### src/mvvr_pkg.sv
// Package with the coprocessor encodings, field positions and carrier types of the block.
package mvvr_pkg;

    // Coprocessor selector fields of each register in this slice.
    localparam logic [2:0] OP1_STD = 3'h0;
    localparam logic [2:0] OP1_CFG = 3'h4;
    localparam logic [3:0] CRN_VEC = 4'hc;
    localparam logic [3:0] CRN_CTX = 4'hd;
    localparam logic [3:0] CRN_CFG = 4'hf;
    localparam logic [3:0] CRM_C0 = 4'h0;
    localparam logic [3:0] CRM_C1 = 4'h1;
    localparam logic [2:0] OP2_0 = 3'h0;
    localparam logic [2:0] OP2_1 = 3'h1;

    // Field positions.
    localparam int VBASE_LSB = 5;
    localparam int ABORT_BIT = 8;
    localparam int IRQ_BIT = 7;
    localparam int FAST_BIT = 6;
    localparam int TAG_PROC_LSB = 8;

    // Values after reset and fixed read values.
    localparam logic [31:0] VBASE_RESET = 32'h0000_0000;
    localparam logic [31:0] CTX_RESET = 32'h0000_0000;
    localparam logic [2:0] INJECT_RESET = 3'h0;
    localparam logic [31:0] CFG_BASE_VALUE = 32'h0000_0000;

    // Coprocessor move request as seen by the register slice.
    typedef struct packed {
        logic valid;
        logic write;
        logic [2:0] opc1;
        logic [3:0] crn;
        logic [3:0] crm;
        logic [2:0] opc2;
        logic [31:0] wdata;
    } mvvr_cp_req_t;

    // Answer returned one cycle after a request.
    typedef struct packed {
        logic ack;
        logic undef;
        logic [31:0] rdata;
    } mvvr_cp_rsp_t;

    // One flag each for abort, normal interrupt and fast interrupt, abort in the top bit.
    typedef struct packed {
        logic abort;
        logic irq;
        logic fast;
    } mvvr_exc_t;

endpackage

### src/mvvr_regs.sv
// Monitor vector base, pending status, virtual injection and context tag register slice.
//
// Functional notes
// Bits 31..5 of monitor_vector_base hold the monitor vector table base.
// monitor_vector_base is reachable only from Secure state and a privileged mode.
// Non-secure with override and to-monitor set reports virtual, else physical pending.
// Virtual pending stays reported until its inject request bit clears: by software, or for abort by taking it.
// pending_status bit 8 shows a pending external abort.
// pending_status bit 7 shows a pending normal interrupt.
// pending_status bit 6 shows a pending fast interrupt.
// pending_status is one read-only register for both states; bits 31..9 zero.
// Inject bit 8 pends a virtual abort only with to-monitor and override set.
// Inject bit 7 pends a virtual interrupt only with to-monitor and override set.
// Inject bit 6 pends a virtual fast interrupt only with to-monitor and override.
// Virtual exceptions are taken only in Non-secure state with the mask clear.
// Taking a virtual abort clears its inject request bit in hardware.
// Taking a virtual interrupt leaves its inject request bit to software.
// Wake from wait instructions counts virtual pending like physical pending.
// inject_pending_ctrl bits 31..9 and 5..0 read zero and ignore writes.
// running_context_tag holds process tag 31..8 and address-space tag 7..0.
// The whole running_context_tag goes out as the debug and trace context.
// config_base_addr always reads zero.
// Every register here is reachable only from privileged modes.
// Disallowed accesses answer with an undefined-instruction indication.
`timescale 1ns/1ps
module mvvr_regs (
    input wire logic clk_sys,
    input wire logic rst,
    input wire mvvr_pkg::mvvr_cp_req_t cp_req,
    output mvvr_pkg::mvvr_cp_rsp_t cp_rsp,
    input wire logic secure_state,
    input wire logic privileged,
    input wire mvvr_pkg::mvvr_exc_t to_monitor,
    input wire mvvr_pkg::mvvr_exc_t override_ctrl,
    input wire mvvr_pkg::mvvr_exc_t psw_mask,
    input wire mvvr_pkg::mvvr_exc_t phys_pending_pin,
    input wire logic virt_abort_taken,
    output mvvr_pkg::mvvr_exc_t virt_take,
    output logic wake_request,
    output logic [31:0] context_id,
    output logic [31:0] vector_base
);

    logic [2:0] phys_meta;
    mvvr_pkg::mvvr_exc_t phys_pending;
    mvvr_pkg::mvvr_exc_t inject_req;
    mvvr_pkg::mvvr_exc_t virt_pending;
    mvvr_pkg::mvvr_exc_t use_virt;
    mvvr_pkg::mvvr_exc_t shown;
    logic [31:0] vbase;
    logic [31:0] ctx_tag;
    logic sel_vbase;
    logic sel_status;
    logic sel_inject;
    logic sel_ctx;
    logic sel_cfg;
    logic hit;
    logic allowed;
    logic wr_ok;
    logic [31:0] next_rdata;
    logic [31:0] status_word;
    logic [31:0] inject_word;

    // Pending pins come from outside the core clock, so they pass two flops first.
    always_ff @(posedge clk_sys or posedge rst) begin
        if (rst) begin
            phys_meta <= 3'h0;
            phys_pending <= '0;
        end else begin
            phys_meta <= phys_pending_pin;
            phys_pending <= phys_meta;
        end
    end

    // Register selection from the coprocessor selector fields.
    always_comb begin
        sel_vbase = cp_req.opc1 == mvvr_pkg::OP1_STD && cp_req.crn == mvvr_pkg::CRN_VEC
            && cp_req.crm == mvvr_pkg::CRM_C0 && cp_req.opc2 == mvvr_pkg::OP2_1;
        sel_status = cp_req.opc1 == mvvr_pkg::OP1_STD && cp_req.crn == mvvr_pkg::CRN_VEC
            && cp_req.crm == mvvr_pkg::CRM_C1 && cp_req.opc2 == mvvr_pkg::OP2_0;
        sel_inject = cp_req.opc1 == mvvr_pkg::OP1_STD && cp_req.crn == mvvr_pkg::CRN_VEC
            && cp_req.crm == mvvr_pkg::CRM_C1 && cp_req.opc2 == mvvr_pkg::OP2_1;
        sel_ctx = cp_req.opc1 == mvvr_pkg::OP1_STD && cp_req.crn == mvvr_pkg::CRN_CTX
            && cp_req.crm == mvvr_pkg::CRM_C0 && cp_req.opc2 == mvvr_pkg::OP2_1;
        sel_cfg = cp_req.opc1 == mvvr_pkg::OP1_CFG && cp_req.crn == mvvr_pkg::CRN_CFG
            && cp_req.crm == mvvr_pkg::CRM_C0 && cp_req.opc2 == mvvr_pkg::OP2_0;
        hit = sel_vbase | sel_status | sel_inject | sel_ctx | sel_cfg;
    end

    // Privilege gates everything, Secure state additionally gates the vector base.
    // Writes to the read-only registers are refused the same way as a bad mode.
    always_comb begin
        allowed = privileged && (!sel_vbase || secure_state);
        if (cp_req.write && (sel_status || sel_cfg)) begin
            allowed = 1'b0;
        end
        wr_ok = cp_req.valid && cp_req.write && hit && allowed;
    end

    // Virtual pending needs the inject bit plus both routing controls.
    always_comb begin
        virt_pending = inject_req & to_monitor & override_ctrl;
        use_virt = (secure_state ? 3'h0 : 3'h7) & to_monitor & override_ctrl;
        shown = (use_virt & virt_pending) | (~use_virt & phys_pending);
    end

    // Status and inject words with every reserved bit forced to zero.
    always_comb begin
        status_word = 32'h0000_0000;
        status_word[mvvr_pkg::ABORT_BIT] = shown.abort;
        status_word[mvvr_pkg::IRQ_BIT] = shown.irq;
        status_word[mvvr_pkg::FAST_BIT] = shown.fast;
        inject_word = 32'h0000_0000;
        inject_word[mvvr_pkg::ABORT_BIT] = inject_req.abort;
        inject_word[mvvr_pkg::IRQ_BIT] = inject_req.irq;
        inject_word[mvvr_pkg::FAST_BIT] = inject_req.fast;
    end

    // Read data mux; the low reserved bits of the vector base read as zero.
    always_comb begin
        next_rdata = 32'h0000_0000;
        if (sel_vbase) begin
            next_rdata = vbase;
        end else if (sel_status) begin
            next_rdata = status_word;
        end else if (sel_inject) begin
            next_rdata = inject_word;
        end else if (sel_ctx) begin
            next_rdata = ctx_tag;
        end else if (sel_cfg) begin
            next_rdata = mvvr_pkg::CFG_BASE_VALUE;
        end
    end

    // Answer one cycle after the request; refused or unmapped accesses flag undef.
    always_ff @(posedge clk_sys or posedge rst) begin
        if (rst) begin
            cp_rsp <= '0;
        end else begin
            cp_rsp.ack <= cp_req.valid;
            cp_rsp.undef <= cp_req.valid && !(hit && allowed);
            if (cp_req.valid && !cp_req.write && hit && allowed) begin
                cp_rsp.rdata <= next_rdata;
            end else begin
                cp_rsp.rdata <= 32'h0000_0000;
            end
        end
    end

    // Vector base keeps only bits 31..5; the reserved low bits are not stored.
    always_ff @(posedge clk_sys or posedge rst) begin
        if (rst) begin
            vbase <= mvvr_pkg::VBASE_RESET;
        end else if (wr_ok && sel_vbase) begin
            vbase <= {cp_req.wdata[31:mvvr_pkg::VBASE_LSB], 5'h00};
        end
    end

    // Context tag is stored whole; software keeps the process tag unique.
    always_ff @(posedge clk_sys or posedge rst) begin
        if (rst) begin
            ctx_tag <= mvvr_pkg::CTX_RESET;
        end else if (wr_ok && sel_ctx) begin
            ctx_tag <= cp_req.wdata;
        end
    end

    // Inject requests: a taken virtual abort clears its bit, but a software write in
    // the same cycle wins so a freshly written request is never lost.
    always_ff @(posedge clk_sys or posedge rst) begin
        if (rst) begin
            inject_req <= mvvr_pkg::INJECT_RESET;
        end else if (wr_ok && sel_inject) begin
            inject_req.abort <= cp_req.wdata[mvvr_pkg::ABORT_BIT];
            inject_req.irq <= cp_req.wdata[mvvr_pkg::IRQ_BIT];
            inject_req.fast <= cp_req.wdata[mvvr_pkg::FAST_BIT];
        end else if (virt_abort_taken) begin
            inject_req.abort <= 1'b0;
        end
    end

    // Take requests to the core: Non-secure only and with the status mask clear.
    always_comb begin
        virt_take = secure_state ? 3'h0 : (virt_pending & ~psw_mask);
    end

    // Wait instructions wake on physical or virtual pending alike.
    assign wake_request = |(phys_pending | virt_pending);
    assign context_id = ctx_tag;
    assign vector_base = vbase;
endmodule

### config.mk
export PLATFORM = sky130hd
export DESIGN_NAME = mvvr_regs
export DESIGN_NICKNAME = d
export VERILOG_FILES = /design/src/mvvr_pkg.sv /design/src/mvvr_regs.sv
export SDC_FILE = /design/constraint.sdc
export NUM_CORES = 1
export LEC_CHECK = 0
export BUFFER_PORTS_ARGS = -buffer_cell sky130_fd_sc_hd__buf_2
export CORE_MARGIN = 5
export CORE_UTILIZATION = 48
export DETAILED_ROUTE_END_ITERATION = 16
export MAX_ROUTING_LAYER = met4
export PLACE_DENSITY_LB_ADDON = 0.15
export SKIP_LAST_GASP = 1
export SYNTH_ARGS = -nofsm -noshare
export SYNTH_HDL_FRONTEND = slang
export SYNTH_SLANG_ARGS = --single-unit
### constraint.sdc
create_clock -name clk_sys -period 4.2 [get_ports clk_sys]
set_input_delay 0.63 -clock clk_sys [delete_from_list [all_inputs] [get_ports clk_sys]]
set_output_delay 0.63 -clock clk_sys [all_outputs]
set_load 0.005 [all_outputs]
==> impl_metrics.env <==
export IMPL_cap_violations=0
export IMPL_synthTopCellsByArea="dfrtp_1 (60%), mux2_2 (13%), a22oi_1 (4.3%), mux2_1 (3.7%), nor2_1 (1.9%)"
export IMPL_fin_cells=582
export IMPL_first_pass_iters=4
export IMPL_finalSetupTns_ns=0
export IMPL_start_util_pct=48.99
export IMPL_arrival_ns=2.57
export IMPL_grt_overflow=0
export IMPL_final_fill_count=745
export IMPL_grt_pass1_wl_mm=17.06
export IMPL_critPathTopFamily="simple AND/OR/NAND/NOR gates"
export IMPL_avgSynthCellArea_sq_um=13.52
export IMPL_status="complete, no violations"
export IMPL_ys_seq_area_share_pct=60.34
export IMPL_rows=34
export IMPL_ys_ff_latch=102
export IMPL_crit_fanout=32
export IMPL_synth_edf_count=0
export IMPL_slew_headroom_pct=24.44
export IMPL_place_gp_congestion=0.8720
export IMPL_crit_path_cell_trace="buf_2 -> nor4b_4 -> nand3_1 -> nor2_1 -> and2_2 -> mux2_2"
export IMPL_routedWlPerCell_um=17.55
export IMPL_synthMostInstantiatedCell="dfrtp_1"
export IMPL_die_x_um=103.9
export IMPL_ys_flop_type="dfrtp_1"
export IMPL_synthesis_area_sq_um=4230
export IMPL_drv_slew=0
export IMPL_ys_types=39
export IMPL_synth_cells=313
export IMPL_ys_warn_count=0
export IMPL_drt_iter0_drc=140
export IMPL_core_sq_um=8636
export IMPL_power_total_uw=1606
export IMPL_via_per_inst=5.304
export IMPL_htree_levels=3
export IMPL_antenna_found_initial=0
export IMPL_worst_setup_path_type="in2reg"
export IMPL_ant_nets=0
export IMPL_crit_path_end_kind="flip-flop"
export IMPL_async_reset_ff_share_pct=100.0
export IMPL_cts_tree="yes"
export IMPL_finalCritPeriodShare_pct=55.62
export IMPL_cts_buffer_depth=2
export IMPL_first_global_vias=3347
export IMPL_cp_required_ns=4.43
export IMPL_timing_fmax_mhz=428.1
export IMPL_hold_slack_ns=0.3560
export IMPL_vias=3087
export IMPL_cts_root_buf="clkbuf_8"
export IMPL_min_path_type="reg2reg"
export IMPL_leakagePower_uw=0.002822
export IMPL_portBuffers=161
export IMPL_worst_pin_slew_ns=1.133
export IMPL_cpPeakStageDelay_ns=0.71
export IMPL_start_kind="primary input"
export IMPL_cts_made_buffers=9
export IMPL_drc=0
export IMPL_ir_drop_mv=0.2120
export IMPL_setup_violations=0
export IMPL_die_area_sq_um=10790
export IMPL_fin_crit_ns=2.336
export IMPL_postCtsHoldBufs=0
export IMPL_nets=535
export IMPL_ctsResizeCount=0
export IMPL_drive_gt1_share_pct=51.48
export IMPL_clock_latency_ns=0.35
export IMPL_clkSinkCount=102
export IMPL_synth_top_area_share_pct=60.34
export IMPL_place_hpwl_mm=7.269
export IMPL_die_height_um=103.9
export IMPL_path_clk_slew_ns=0.09
export IMPL_dp_cells=567
export IMPL_globalRouteTotalUtil_pct=19.93
export IMPL_finClkSkew_ns=0.01032
export IMPL_setup_ws_ns=1.864
export IMPL_critical_path_slowest_cell="and2_2"
export IMPL_synth_top_area_cell="dfrtp_1"
export IMPL_antenna_cells=0
export IMPL_grt_max_degree=79
export IMPL_synthTopCellsByCount="dfrtp_1 (102), mux2_2 (48), a22oi_1 (24), nor2_1 (21), mux2_1 (14)"
export IMPL_wl_mm=10.21
export IMPL_final_hold_viol_count=0
export IMPL_post_cts_buffers=0
export IMPL_p_per_area_nw_per_um2=309.3
export IMPL_path_buf_inv=1
export IMPL_preCtsSetupSlack_ns=1.485
export IMPL_io_pins=167
export IMPL_rsz0062_at_grt="no"
export IMPL_area_growth_pct=22.72
## placed cells by master, fill, tap and decap left out, drive strengths merged
| cell | instances |
|---|---|
| buf | 164 |
| dfrtp | 102 |
| mux2 | 62 |
| nor2 | 32 |
| a22oi | 24 |
| clkbuf | 10 |
| nand3 | 8 |
| and2 | 8 |
| nand2 | 6 |
| a21oi | 6 |
| conb | 5 |
| and3 | 5 |
| o21ai | 5 |
| inv | 5 |
| nor3 | 4 |
| nand4 | 4 |
| mux2i | 3 |
| a221o | 3 |
| clkinvlp | 3 |
| nor2b | 3 |
| nor4b | 2 |
| and2b | 2 |
| nand2b | 1 |
| nor3b | 1 |
| a211o | 1 |
| or2 | 1 |
| nor4 | 1 |
| and4b | 1 |
| o41a | 1 |
| clkinv | 1 |
## kinds of logic after synthesis
| logic type | synth area share [%] |
|---|---|
| and+or+nand+nor | 10.83 |
| other | 0.08865 |
| buffers and inverters | 4.791 |
| muxes | 17.21 |
| AOI/OAI and AO/OA | 6.743 |
| DFF | 60.34 |
## power breakdown
group / internal [uW] / total (uW) / leakage (uW) / switching [uW]
Clock: 214 / 539 / 0.0000748 / 325
Combinational: 31.3 / 80.8 / 0.00134 / 49.4
Sequential: 985 / 987 / 0.00141 / 1.38
## path summary, 6_finish.rpt
kind	from	end	slack [ns]	cells past startpoint
setup / recovery	cp_req[36]	context_id[29]	1.86	6
hold reg to reg	phys_meta[1]	phys_pending[1]	0.36	0
setup reg to reg	inject_req[1]	cp_rsp[7]	3.10	3
max in group asynchronous	rst	context_id[31]	2.80	3
hold / removal	phys_meta[1]	phys_pending[1]	0.36	0
min in group asynchronous	rst	cp_rsp[21]	0.50	2
## layout make-up
cell class | count | area, sq um | area share, %
sequential | 102 | 2552 | 49.17
multi-input combinational | 189 | 1494 | 28.78
timing repair buffer | 164 | 828.3 | 15.96
tap | 108 | 135.1 | 2.603
clock buffer | 10 | 127.6 | 2.458
clock inverter | 5 | 36.28 | 0.6990
inverter | 4 | 17.52 | 0.3374
## sequential cells by signal, indices dropped and copies added, names as in the netlist
signal        flops
phys_meta         3
context_id       32
vector_base      27
cp_rsp           34
inject_req        3
phys_pending      3
## metal layers
metal | GRT usage (%) | wire, um | part of all wire, %
met5 | - | 0 | 0
met4 | 6.938 | 118 | 1.2
met3 | 3.786 | 545 | 5.3
met2 | 32.51 | 5165 | 51
met1 | 25.03 | 4385 | 43
## metrics by stage
step / area, sq um / util [%]
floorplan: 4245 / -
global placement: 5027 / 58.21
detailed placement: 5027 / 58.21
CTS: 5191 / 60.11
global route: 5191 / 60.11
finish: 5191 / 60.11
Power figures use the tool's default switching activity.
